### config.mk
export PLATFORM = sky130hd
export DESIGN_NAME = system_clock_and_power_modes
export DESIGN_NICKNAME = d
export VERILOG_FILES = /design/src/clock_modes_pkg.sv /design/src/tick_divider.sv /design/src/system_clock_and_power_modes.sv
export SDC_FILE = /design/constraint.sdc
export NUM_CORES = 1
export LEC_CHECK = 0
export ABC_AREA = 1
export BUFFER_PORTS_ARGS = -buffer_cell sky130_fd_sc_hd__buf_2
export CORE_ASPECT_RATIO = 1.4
export CORE_MARGIN = 4
export CORE_UTILIZATION = 26
export DETAILED_ROUTE_END_ITERATION = 16
export HOLD_SLACK_MARGIN = 0.1
export PLACE_DENSITY = 0.53
export SYNTH_ARGS = -nofsm -noshare
export SYNTH_HDL_FRONTEND = slang
export SYNTH_SLANG_ARGS = --single-unit
### constraint.sdc
create_clock -name pclk -period 1.95 [get_ports pclk]
set_clock_uncertainty 0.15 [all_clocks]
set_input_delay 0.2925 -clock pclk [delete_from_list [all_inputs] [get_ports pclk]]
set_output_delay 0.2925 -clock pclk [all_outputs]
set_load 0.005 [all_outputs]
### src/clock_modes_pkg.sv
package clock_modes_pkg;

  // register offsets (byte addresses on apb)
  localparam logic [7:0] off_system_clock_control = 8'h00;
  localparam logic [7:0] off_fast_rc_osc_control  = 8'h04;
  localparam logic [7:0] off_freq_synth_control   = 8'h08;
  localparam logic [7:0] off_mode_status          = 8'h0c;

  // field positions
  localparam int sel_lsb          = 5;   // sys_clk_select in bits 7:5
  localparam int fast_idle_bit    = 1;
  localparam int slow_idle_bit    = 0;
  localparam int fast_osc_en_bit  = 0;
  localparam int fast_osc_rdy_bit = 1;
  localparam int synth_en_bit     = 0;
  localparam int synth_rdy_bit    = 1;
  localparam int synth_fsel_lsb   = 2;   // synth_freq_select in bits 4:2

  // reset values
  localparam logic [2:0] sel_reset       = 3'h2;
  localparam logic       fast_osc_en_rst = 1'b1;
  localparam logic       synth_en_reset  = 1'b1;
  localparam logic [2:0] synth_fsel_rst  = 3'h0;

  // select codes
  localparam logic [2:0] sel_high_div1   = 3'h0;
  localparam logic [2:0] sel_sub         = 3'h7;
  localparam logic [2:0] fsel_6mhz       = 3'h4;
  localparam logic [2:0] fsel_12mhz      = 3'h5;
  localparam logic [2:0] fsel_16mhz      = 3'h6;
  localparam logic [2:0] fsel_reserved   = 3'h7;

  // reported mode codes
  localparam logic [2:0] mode_normal         = 3'h0;
  localparam logic [2:0] mode_slow           = 3'h1;
  localparam logic [2:0] mode_sleep          = 3'h2;
  localparam logic [2:0] mode_idle_slow_only = 3'h3;
  localparam logic [2:0] mode_idle_both_osc  = 3'h4;
  localparam logic [2:0] mode_idle_fast_only = 3'h5;

  // power state
  typedef enum logic [2:0] {
    st_run,
    st_sleep,
    st_idle_slow_only,
    st_idle_both_osc,
    st_idle_fast_only
  } power_state_e;

  // clock enables handed to the rest of the chip
  typedef struct packed {
    logic cpu;          // cpu system clock enable
    logic periph_high;  // high clock for peripherals
    logic periph_sub;   // sub clock for peripherals
    logic watchdog;     // watchdog_clk
    logic synth;        // synthesiser system clock running
    logic usb;          // 48 MHz usb clock enable
  } clk_gates_s;

  // oscillator run requests
  typedef struct packed {
    logic fast_rc_osc;
    logic slow_rc_osc;
    logic synth;
  } osc_run_s;

endpackage

### src/tick_divider.sv
`timescale 1ns/1ps
// divides a tick strobe by 2**ratio_log2, at most 2**cnt_width; restart starts a full new period
module tick_divider #(
  parameter int cnt_width = 6
) (
  input  wire logic       pclk,
  input  wire logic       presetn,
  input  wire logic       ce,
  input  wire logic       tick_in,
  input  wire logic       restart,
  input  wire logic [2:0] ratio_log2,
  output logic            tick_out
);
  logic [cnt_width-1:0] cnt_q;   // position inside the period
  logic [cnt_width-1:0] mask;    // terminal count

  // mask = 2**ratio - 1, cut to cnt_width bits
  always_comb begin
    mask = cnt_width'((1 << ratio_log2) - 1);
  end

  // count source ticks, pulse on the last one of each period
  always_ff @(posedge pclk or negedge presetn) begin
    if (!presetn) begin
      cnt_q    <= '0;
      tick_out <= 1'b0;
    end else if (ce) begin
      if (restart) begin
        cnt_q    <= '0;
        tick_out <= 1'b0;
      end else if (tick_in) begin
        cnt_q    <= (cnt_q == mask) ? '0 : cnt_q + 1'b1;
        tick_out <= (cnt_q == mask);
      end else begin
        tick_out <= 1'b0;
      end
    end
  end
endmodule // tick_divider

### src/system_clock_and_power_modes.sv
`timescale 1ns/1ps
module system_clock_and_power_modes (
  input  wire logic                         pclk,
  input  wire logic                         presetn,
  input  wire logic                         ce,
  input  wire logic                         psel,
  input  wire logic                         penable,
  input  wire logic                         pwrite,
  input  wire logic [7:0]                   paddr,
  input  wire logic [31:0]                  pwdata,
  output logic      [31:0]                  prdata,
  output logic                              pready,
  output logic                              pslverr,
  input  wire logic                         fast_rc_tick,
  input  wire logic                         slow_rc_tick,
  input  wire logic                         synth_tick,
  input  wire logic                         synth_usb_tick,
  input  wire logic                         halt_req,
  input  wire logic                         wake_req,
  input  wire logic                         watchdog_enable,
  output clock_modes_pkg::clk_gates_s       clk_gates,
  output clock_modes_pkg::osc_run_s         osc_run,
  output logic      [2:0]                   synth_freq_out,
  output logic      [2:0]                   mode
);
  import clock_modes_pkg::*;

  // software registers
  logic [2:0]   sel_q;           // sys_clk_select as written
  logic         fast_idle_q;     // fast_osc_idle_enable
  logic         slow_idle_q;     // slow_osc_idle_enable
  logic         fast_osc_en_q;   // fast rc enable in slow mode
  logic         synth_en_q;      // synth_enable
  logic [2:0]   synth_fsel_q;    // synth_freq_select
  // clock path state
  logic [2:0]   active_sel_q;    // select actually in use
  logic         div_restart;     // restart divider on switch
  logic         high_tick;       // f_h strobe before division
  logic         div_tick;        // divided high strobe
  logic         sys_tick;        // chosen sys_clk strobe
  logic         use_synth;       // high clock from synthesiser
  logic         switch_now;      // safe point for a new select
  power_state_e state_q;         // power state
  logic         fast_on;         // fast rc required
  logic         synth_on;        // synthesiser required
  logic         sub_on;          // sub clock to peripherals
  logic         wdog_on;         // watchdog clock allowed
  logic         usb_on;          // usb may run
  logic [31:0]  rd_word;         // read mux
  logic         rd_hit;          // address is mapped
  logic         apb_done;        // access completes this edge

  // apb: access phase holds one wait cycle, pready comes from a flop
  assign apb_done = psel & penable & pready;

  // read mux; unused bits read as zero
  always_comb begin
    rd_word = '0;
    rd_hit  = 1'b1;
    case (paddr)
      off_system_clock_control: begin
        rd_word[sel_lsb +: 3]   = sel_q;
        rd_word[fast_idle_bit]  = fast_idle_q;
        rd_word[slow_idle_bit]  = slow_idle_q;
      end
      off_fast_rc_osc_control: begin
        rd_word[fast_osc_en_bit]  = fast_osc_en_q;
        rd_word[fast_osc_rdy_bit] = osc_run.fast_rc_osc;
      end
      off_freq_synth_control: begin
        rd_word[synth_en_bit]        = synth_en_q;
        rd_word[synth_rdy_bit]       = osc_run.synth;
        rd_word[synth_fsel_lsb +: 3] = synth_fsel_q;
      end
      off_mode_status: begin
        rd_word[2:0] = mode;
        rd_word[5:3] = active_sel_q;
      end
      default: begin
        rd_hit = 1'b0;  // unmapped answers with pslverr
      end
    endcase
  end

  // apb handshake and read data
  always_ff @(posedge pclk or negedge presetn) begin
    if (!presetn) begin
      pready  <= 1'b0;
      prdata  <= '0;
      pslverr <= 1'b0;
    end else if (ce) begin
      pready <= psel & penable & ~pready;
      if (psel & penable & ~pready) begin
        prdata  <= pwrite ? '0 : rd_word;
        pslverr <= ~rd_hit;
      end else begin
        pslverr <= 1'b0;
      end
    end
  end

  // register writes land at the completing edge
  always_ff @(posedge pclk or negedge presetn) begin
    if (!presetn) begin
      sel_q         <= sel_reset;
      fast_idle_q   <= 1'b0;
      slow_idle_q   <= 1'b0;
      fast_osc_en_q <= fast_osc_en_rst;
      synth_en_q    <= synth_en_reset;
      synth_fsel_q  <= synth_fsel_rst;
    end else if (ce && apb_done && pwrite) begin
      case (paddr)
        off_system_clock_control: begin
          sel_q       <= pwdata[sel_lsb +: 3];
          fast_idle_q <= pwdata[fast_idle_bit];
          slow_idle_q <= pwdata[slow_idle_bit];
        end
        off_fast_rc_osc_control: begin
          fast_osc_en_q <= pwdata[fast_osc_en_bit];
        end
        off_freq_synth_control: begin
          synth_en_q   <= pwdata[synth_en_bit];
          synth_fsel_q <= pwdata[synth_fsel_lsb +: 3];
        end
        default: begin
          // read-only or unmapped: ignored
        end
      endcase
    end
  end

  // synthesiser drives f_h only for codes 100..110; reserved falls back to fast rc
  assign use_synth = synth_en_q & synth_fsel_q[2] & (synth_fsel_q != fsel_reserved);
  assign high_tick = (use_synth ? synth_tick : fast_rc_tick) & fast_on;

  // the divider restarts on a switch so the first new period is whole
  tick_divider #(
    .cnt_width (6)
  ) u_div (
    .pclk       (pclk),
    .presetn    (presetn),
    .ce         (ce),
    .tick_in    (high_tick),
    .restart    (div_restart),
    .ratio_log2 (active_sel_q),
    .tick_out   (div_tick)
  );

  // sub clock taken only from slow rc
  assign sys_tick = (active_sel_q == sel_sub) ? slow_rc_tick : div_tick;

  // a new select waits for the end of an old period; with the cpu halted
  // no cpu pulse can be cut, so the change is taken at once
  assign switch_now  = (sel_q != active_sel_q) && (sys_tick || state_q != st_run);
  assign div_restart = switch_now;

  always_ff @(posedge pclk or negedge presetn) begin
    if (!presetn) begin
      active_sel_q <= sel_reset;
    end else if (ce && switch_now) begin
      active_sel_q <= sel_q;
    end
  end

  // power state machine; halt chooses mode from the idle bits
  always_ff @(posedge pclk or negedge presetn) begin
    if (!presetn) begin
      state_q <= st_run;
    end else if (ce) begin
      case (state_q)
        st_run: begin
          if (halt_req) begin
            case ({fast_idle_q, slow_idle_q})
              2'b00:   state_q <= st_sleep;
              2'b01:   state_q <= st_idle_slow_only;
              2'b11:   state_q <= st_idle_both_osc;
              default: state_q <= st_idle_fast_only;
            endcase
          end
        end
        default: begin
          if (wake_req) begin
            state_q <= st_run;
          end
        end
      endcase
    end
  end

  // oscillator and gate requirements per mode
  always_comb begin
    fast_on  = 1'b1;
    synth_on = synth_en_q;
    sub_on   = 1'b1;
    wdog_on  = 1'b1;
    usb_on   = 1'b1;
    case (state_q)
      st_run: begin
        if (active_sel_q == sel_sub) begin
          fast_on = fast_osc_en_q;
        end
      end
      st_sleep: begin
        fast_on  = 1'b0;
        synth_on = 1'b0;
        sub_on   = 1'b0;
        wdog_on  = watchdog_enable;
        usb_on   = 1'b0;
      end
      st_idle_slow_only: begin
        fast_on  = 1'b0;
        synth_on = 1'b0;
        usb_on   = 1'b0;
      end
      st_idle_both_osc: begin
        fast_on = 1'b1;
      end
      default: begin
        sub_on  = 1'b0;              // fast osc idle: sub clock off, slow osc kept on for the watchdog
      end
    endcase
  end

  // registered gates and oscillator requests
  always_ff @(posedge pclk or negedge presetn) begin
    if (!presetn) begin
      clk_gates      <= '0;
      osc_run        <= '0;
      synth_freq_out <= synth_fsel_rst;
      mode           <= mode_normal;
    end else if (ce) begin
      clk_gates.cpu         <= sys_tick & (state_q == st_run);
      clk_gates.periph_high <= high_tick;
      clk_gates.periph_sub  <= slow_rc_tick & sub_on;
      clk_gates.watchdog    <= slow_rc_tick & wdog_on;
      clk_gates.synth       <= synth_on & fast_on;
      clk_gates.usb         <= synth_usb_tick & synth_on & usb_on;
      osc_run.fast_rc_osc   <= fast_on;
      osc_run.slow_rc_osc   <= sub_on | wdog_on;
      osc_run.synth         <= synth_on & fast_on;
      synth_freq_out        <= synth_fsel_q;
      case (state_q)
        st_run:            mode <= (active_sel_q == sel_sub) ? mode_slow : mode_normal;
        st_sleep:          mode <= mode_sleep;
        st_idle_slow_only: mode <= mode_idle_slow_only;
        st_idle_both_osc:  mode <= mode_idle_both_osc;
        default:           mode <= mode_idle_fast_only;
      endcase
    end
  end
endmodule // system_clock_and_power_modes

==> results of run 1 <==
[cell type report]
| type | instances | area (um2) | share of cell area, % |
|---|---|---|---|
| clock buffer | 6 | 128.9 | 3.662 |
| clock inverter | 1 | 30.03 | 0.8532 |
| inverter | 38 | 147.6 | 4.195 |
| multi-input combinational | 252 | 1365 | 38.78 |
| sequential | 47 | 1182 | 33.59 |
| tap | 138 | 172.7 | 4.906 |
| timing repair buffer | 78 | 493.0 | 14.01 |
[final timing paths]
kind | from | endpoint | slack, ns | cells past startpoint
min reg2reg | prdata[4] | prdata[4] | 0.33 | 2
max reg2reg | active_sel_q[1] | u_div.cnt_q[2] | 0.02 | 11
min | pwdata[6] | sel_q[1] | 0.10 | 3
max | active_sel_q[1] | u_div.cnt_q[2] | 0.02 | 11
max in group asynchronous | presetn | active_sel_q[0] | 0.70 | 3
min in group asynchronous | presetn | active_sel_q[2] | 0.50 | 3
[registers in the layout, summed over array words and instances (netlist names)]
register        flops
fast_osc_en_q       1
synth_fsel_q        3
sel_q               3
prdata              8
u_div.tick_out      1
osc_run             3
pready              1
synth_en_q          1
state_q             3
synth_freq_out      3
clk_gates           5
pslverr             1
active_sel_q        3
u_div.cnt_q         6
fast_idle_q         1
slow_idle_q         1
mode                3
[repair_timing]
item,4_1_cts,5_1_grt
resized for setup,14,8
pin swaps,5,15
endpoints found under the setup margin,6,8
buffers inserted,1,3
hold buffers,6,0
hold endpoints to repair,48,0
[metrics by stage]
stage	worst slack, ns	area (um2)
4_1_cts	-0.006662	3460
5_1_grt	-0.1006	3520
6_report	0.01862	3520
3_3_place_gp	-0.08469	3167
2_1_floorplan	0.004915	2853
3_5_place_dp	-0.08252	3167
[cells in the final DEF (no fill, tap or decap), drive strengths merged, types with 2 or more instances in the layout]
| master | netlist | layout |
|---|---|---|
| dlygate4sd3 | 0 | 6 |
| xor2 | 5 | 5 |
| nand2 | 100 | 100 |
| dfrtp | 43 | 43 |
| o211ai | 2 | 2 |
| o21ai | 25 | 25 |
| nand3 | 37 | 37 |
| a21oi | 5 | 5 |
| ha | 5 | 5 |
| dfstp | 4 | 4 |
| buf | 29 | 72 |
| nor3 | 4 | 4 |
| conb | 1 | 24 |
| clkbuf | 3 | 6 |
| nor2 | 30 | 30 |
| o22ai | 4 | 4 |
| inv | 37 | 38 |
| xnor2 | 2 | 2 |
| nand4 | 4 | 4 |
[report_power, final]
group | internal [mW] | total (mW) | switching [mW]
Sequential | 1.14 | 1.31 | 0.172
Clock | 0.598 | 0.949 | 0.351
Combinational | 0.580 | 1.41 | 0.828
Total | 2.32 | 3.67 | 1.35
[worst register-to-register path: stages (launching register included)]
cell and delay (ns):
dfstp_2 0.60, inv_4 0.05, nand3_4 0.08, ha_4 0.20, nand2_2 0.05, inv_2 0.03, nor2_1 0.09, nand3_1 0.13
nor2_4 0.14, nand3_4 0.14, nand3_2 0.11, nand2_1 0.06
[metal layers]
metal / vias up / wire [um] / global-route usage (%) / share of wire [%]
met4: 0 / 142 / 4.758 / 2.0
li1: 1210 / - / - / -
met5: - / 0 / 0 / 0
met1: 1118 / 2878 / 13.65 / 41
met2: 51 / 3823 / 21.77 / 54
met3: 11 / 261 / 2.191 / 3.7
[logic make-up (layout without fill, tap and decap cells)]
group | after synthesis | in the layout | synth area share (%)
other | 1 | 24 | 0.1356
adder cells (fa/ha/maj) | 5 | 5 | 2.261
AND/OR/NAND/NOR | 177 | 177 | 30.35
AO/OA/AOI/OAI | 39 | 39 | 8.096
flip-flops | 47 | 47 | 42.70
XOR/XNOR | 7 | 7 | 2.216
buffers and inverters | 70 | 123 | 14.25
==> flow_summary.toml, run 1 <==
[outcome]
status = "completed"

[timing]
fin_hold_ws_ns = 0.1020
min_period_ns = 1.931
finalHoldViolCount = 0
worst_pin_slew_ns = 0.6199
fin_crit_sh_pct = 99.05
rsz0062_at_grt = "true"
setup_viol = 0
slew_viol_final = 0
slew_headroom_pct = 58.67
fin_setup_tns_ns = 0
fmax_ghz = 0.5178

[yosys]
ys_ff_latch = 47
synth_warnings = 0
synth_cell_type_count = 38
synthFlopType = "dfrtp_1"
synth_most_common_cell = "nand2_1"
synth.area.top_cells = "dfrtp_1 39%, nand2_1 13%, buf_4 7.3%, nand3_1 5.2%, inv_1 4.2%"
syn-cell-area_um2 = 2766
ys_seq_area_share_pct = 42.70
synth.avg_cell_area_um2 = 7.995
yosysTopAreaCellShare_pct = 38.90
async_reset_ff_share_pct = 100.0
synth-edff-count = 0
syn_inst = 346
synth_top_cell_by_area = "dfrtp_1"
synth_common_cells = "95 x nand2_1, 43 x dfrtp_1, 31 x inv_1, 29 x nand3_1, 27 x buf_4"

[cts]
cts_max_level = 2
clockBufferDepth = 2
tritoncts = "done"
clockRootBuffer = "clkbuf_16"
clk_latency_ns = 0.29
clock_sinks = 47
cts_made_buffers = 5
clkSlewWorstSetupHoldPaths_ns = 0.06

[drt]
firstDrtPassIters = 4
via_per_inst = 4.268
drt-initial-drc-count = 111
wl_per_cell_um = 12.69
drc = 0
via_count = 2390
routed_wirelength_um = 7105
ant_nets = 0

[floorplanning]
fp.dieH_um = 130.1
die_x_um = 95.18
die_area_um2 = 12380
core-area_um2 = 10410
rows = 44
start_util_pct = 26.59
io_pins = 102

[global_route]
grt_pass1_vias = 2322
grt_overflow = 0
antenna_found_initial = 0
grt_max_degree = 48
track_usage_pct = 11.99
grt_pass1_wl_um = 11320

[layout]
nets = 480
final.fill_count = 1110
final_cells = 560
drive_gt1_share_pct = 30.09
areaGrowthSynthToFinish_pct = 27.23
fin_util_pct = 33.83
antenna_cells = 0

[setup_path]
cp_top_family = "simple AND/OR/NAND/NOR gates"
critPathLaunchType = "flip-flop"
critical_path_buf_inv_count = 2
critPathKind = "flip-flop to flip-flop"
critPathArrivalTime_ns = 1.96
path_cells = "inv_4 > nand3_4 > ha_4 > nand2_2 > inv_2 > nor2_1 > nand3_1 > nor2_4 > nand3_4 > nand3_2 > nand2_1"
end_kind = "flip-flop"
cp_max_fo = 6
cp_slowest_cell = "dfstp_2"
cpMostUsedCell = "nand3_4"
critPathMaxStageDelay_ns = 0.60
critPathRequiredTime_ns = 1.98

[power]
p_total_mw = 3.668
p_per_area_nw_per_um2 = 1042
leakagePower_nw = 1.845
ir_worst_vdd_v = 0.0004571

[placed_design]
placed_cells = 543
place_congestion = 0.7897
port_buffers = 53
hpwlAfterDp_um = 5498

[hold_path]
min_path_type = "input port to flip-flop"

[run]
max_cap_viol_count = 0
No activity file was read; power rests on OpenSTA's default activity.
==> inputs of run 2 (changes only) <==
- GPL_TIMING_DRIVEN: default -> 0
- MAX_ROUTING_LAYER: default -> met4
- RECOVER_POWER: default -> 100
==> run 2 against run 1 <==
Effect of this change:
- the run now ends with negative setup slack left
- clock-buffer cell count stayed put
- final cell count is 2.5% higher
- global-route usage hardly changed
- clock power is 12% lower
- register-to-register slack worse by 0.05 ns
- die area stayed put
- critical path depth is 3 lower
- flip-flop and latch count stayed put
- first-iteration DRC count is 23% lower
- maximum frequency is 2.3% lower
==> flow_summary.toml, run 2 (synthesis results as in run 1) <==
[floorplanning]
die_x_um = 95.18
rows = 44
core-area_um2 = 10410
io_pins = 102
start_util_pct = 26.59
die_area_um2 = 12380
fp.dieH_um = 130.1

[setup_path]
r2r-end = "u_div.cnt_q[0]"
r2r-start = "active_sel_q[0]"
critPathRequiredTime_ns = 1.98
regToRegSetupSlack_ns = -0.03
critPathKind = "flip-flop to flip-flop"
critPathLaunchType = "flip-flop"
cp_top_family = "simple AND/OR/NAND/NOR gates"
path_cells = "nor2_4 > nand2_2 > ha_4 > xnor2_2 > xor2_1 > nand3_4 > nand3_2 > nand2_1"
critPathArrivalTime_ns = 2.01
crit_cells = 8
end_kind = "flip-flop"
cp_max_fo = 6
critPathMaxStageDelay_ns = 0.48
critical_path_buf_inv_count = 0
r2r_cells = 8
cp_slowest_cell = "dfrtp_2"

[outcome]
status = "complete, but fails checks"
violations = "negative setup slack"

[drt]
drc = 0
wl_per_cell_um = 12.67
via_count = 2425
via_per_inst = 4.225
drt-initial-drc-count = 85
routed_wirelength_um = 7274
firstDrtPassIters = 4
ant_nets = 0

[power]
leakagePower_nw = 1.856
switchingPower_mw = 1.397
clockPowerShare_pct = 23.5
p_per_area_nw_per_um2 = 1007
p_int_mw = 2.175
seq_power_share_pct = 37.4
p_total_mw = 3.573
sw_frac_of_total_pct = 39.11
ir_worst_vdd_v = 0.0005079
p_comb_share_pct = 39.1

[layout]
final_common_cell = "nand2_1"
final_cell_mix = "92 x nand2_1, 42 x dfrtp_1, 40 x buf_2"
top_regs = "prdata (8), u_div.cnt_q (6), clk_gates (5)"
nets = 493
areaGrowthSynthToFinish_pct = 28.31
fin_util_pct = 34.12
antenna_cells = 0
largest_reg_flops = 8
drive_gt1_share_pct = 28.90
regMostFlops = "prdata"

[timing]
worst_pin_slew_ns = 1.202
rsz0062_at_grt = "true"
slew_headroom_pct = 19.90
fin_ws_ns = -0.02700
finalHoldViolCount = 0
setup_viol = 4
fin_crit_sh_pct = 101.4
min_period_ns = 1.977
slew_viol_final = 0
fmax_ghz = 0.5058

[cts]
clockBufferDepth = 2
clockRootBuffer = "clkbuf_16"
clk_latency_ns = 0.29
tritoncts = "done"
cts_made_buffers = 5
clkSlewWorstSetupHoldPaths_ns = 0.06
clock_sinks = 47
cts_max_level = 2

[placed_design]
hpwlAfterDp_um = 5581
place_congestion = 0.8307
port_buffers = 52

[hold_path]
min_path_type = "input port to asynchronous set/reset pin"

[global_route]
grt_pass1_wl_um = 11300
antenna_found_initial = 0
track_usage_pct = 12.01
grt_overflow = 0
grt_pass1_vias = 2310
grt_max_degree = 48

[run]
max_cap_viol_count = 0
run 2: cell types whose count changed in the layout (fill, tap and decap cells not counted), sizes merged:
cell | before | now
bufinv | 1 | 0
clkinvlp | 0 | 1
clkinv | 0 | 1
clkbuf | 6 | 23
dlygate4sd3 | 6 | 4
buf | 72 | 70
run 2: timing repair:
item / 4_1_cts / 5_1_grt
hold endpoints to repair: 4 / 0
hold buffers: 4 / 0
setup endpoints to repair: 7 / 10
setup buffers: 3 / 2
gates resized for setup: 8 / 16
pin swaps: 3 / 19
run 2: how the worst max path moves through the flow:
stage                               start             end  slack, ns
final                     active_sel_q[0]  u_div.cnt_q[0]      -0.03
after global routing      active_sel_q[1]  u_div.cnt_q[3]      -0.13
after CTS                 active_sel_q[1]  u_div.cnt_q[0]      -0.03
after detailed placement  active_sel_q[1]  u_div.cnt_q[0]      -0.24
after global placement    active_sel_q[1]  u_div.cnt_q[5]      -0.24
after floorplan           active_sel_q[1]  u_div.cnt_q[0]      0.005
run 2: power by group through the flow:
stage	clock [mW]	combinational [mW]	sequential, mW
after CTS	0.865	1.34	1.33
after detailed placement	0	1.27	1.31
after global placement	0	1.25	1.31
after global routing	0.904	1.56	1.36
after floorplan	0	0.933	1.27
final	0.838	1.40	1.34
run 2: cell type report:
class | instances | area [um2]
fillers | 1113 | 6855
multi-input cells | 252 | 1360
flip-flops and latches | 47 | 1182
repair buffers | 60 | 316.6
plain buffers | 31 | 226.5
well taps | 138 | 172.7
inverters | 38 | 150.1
clock buffers | 6 | 128.9
clock inverters | 2 | 12.51
run 2: worst reg2reg max path, stage by stage (launching register included):
cell and delay (ns):
dfrtp_2 0.48, nor2_4 0.16, nand2_2 0.09, ha_4 0.18
xnor2_2 0.16, xor2_1 0.31, nand3_4 0.18, nand3_2 0.11
nand2_1 0.05
run 2: per-stage QoR:
| step | cell area, um2 | hold slack [ns] | std cells | setup WS [ns] | setup TNS [ns] |
|---|---|---|---|---|---|
| after CTS | 3518 | 0.1003 | 573 | -0.03364 | -0.1186 |
| after global placement | 3286 | 0.3143 | 559 | -0.2392 | -1.449 |
| final | 3550 | 0.09034 | 574 | -0.02700 | -0.06639 |
| after global routing | 3550 | 0.1065 | 574 | -0.1267 | -0.7553 |
| after detailed placement | 3286 | 0.3194 | 559 | -0.2439 | -1.463 |
| after floorplan | 2853 | -0.1531 | 369 | 0.004915 | 0 |
run 2: metal layers:
metal  global-route usage, %  wire [um]  vias up
li1                        -          -     1233
met1                   14.08       2991     1113
met2                   20.82       3832       66
met3                   1.730        294       13
met4                   4.078        155        0
met5                       -          0        -
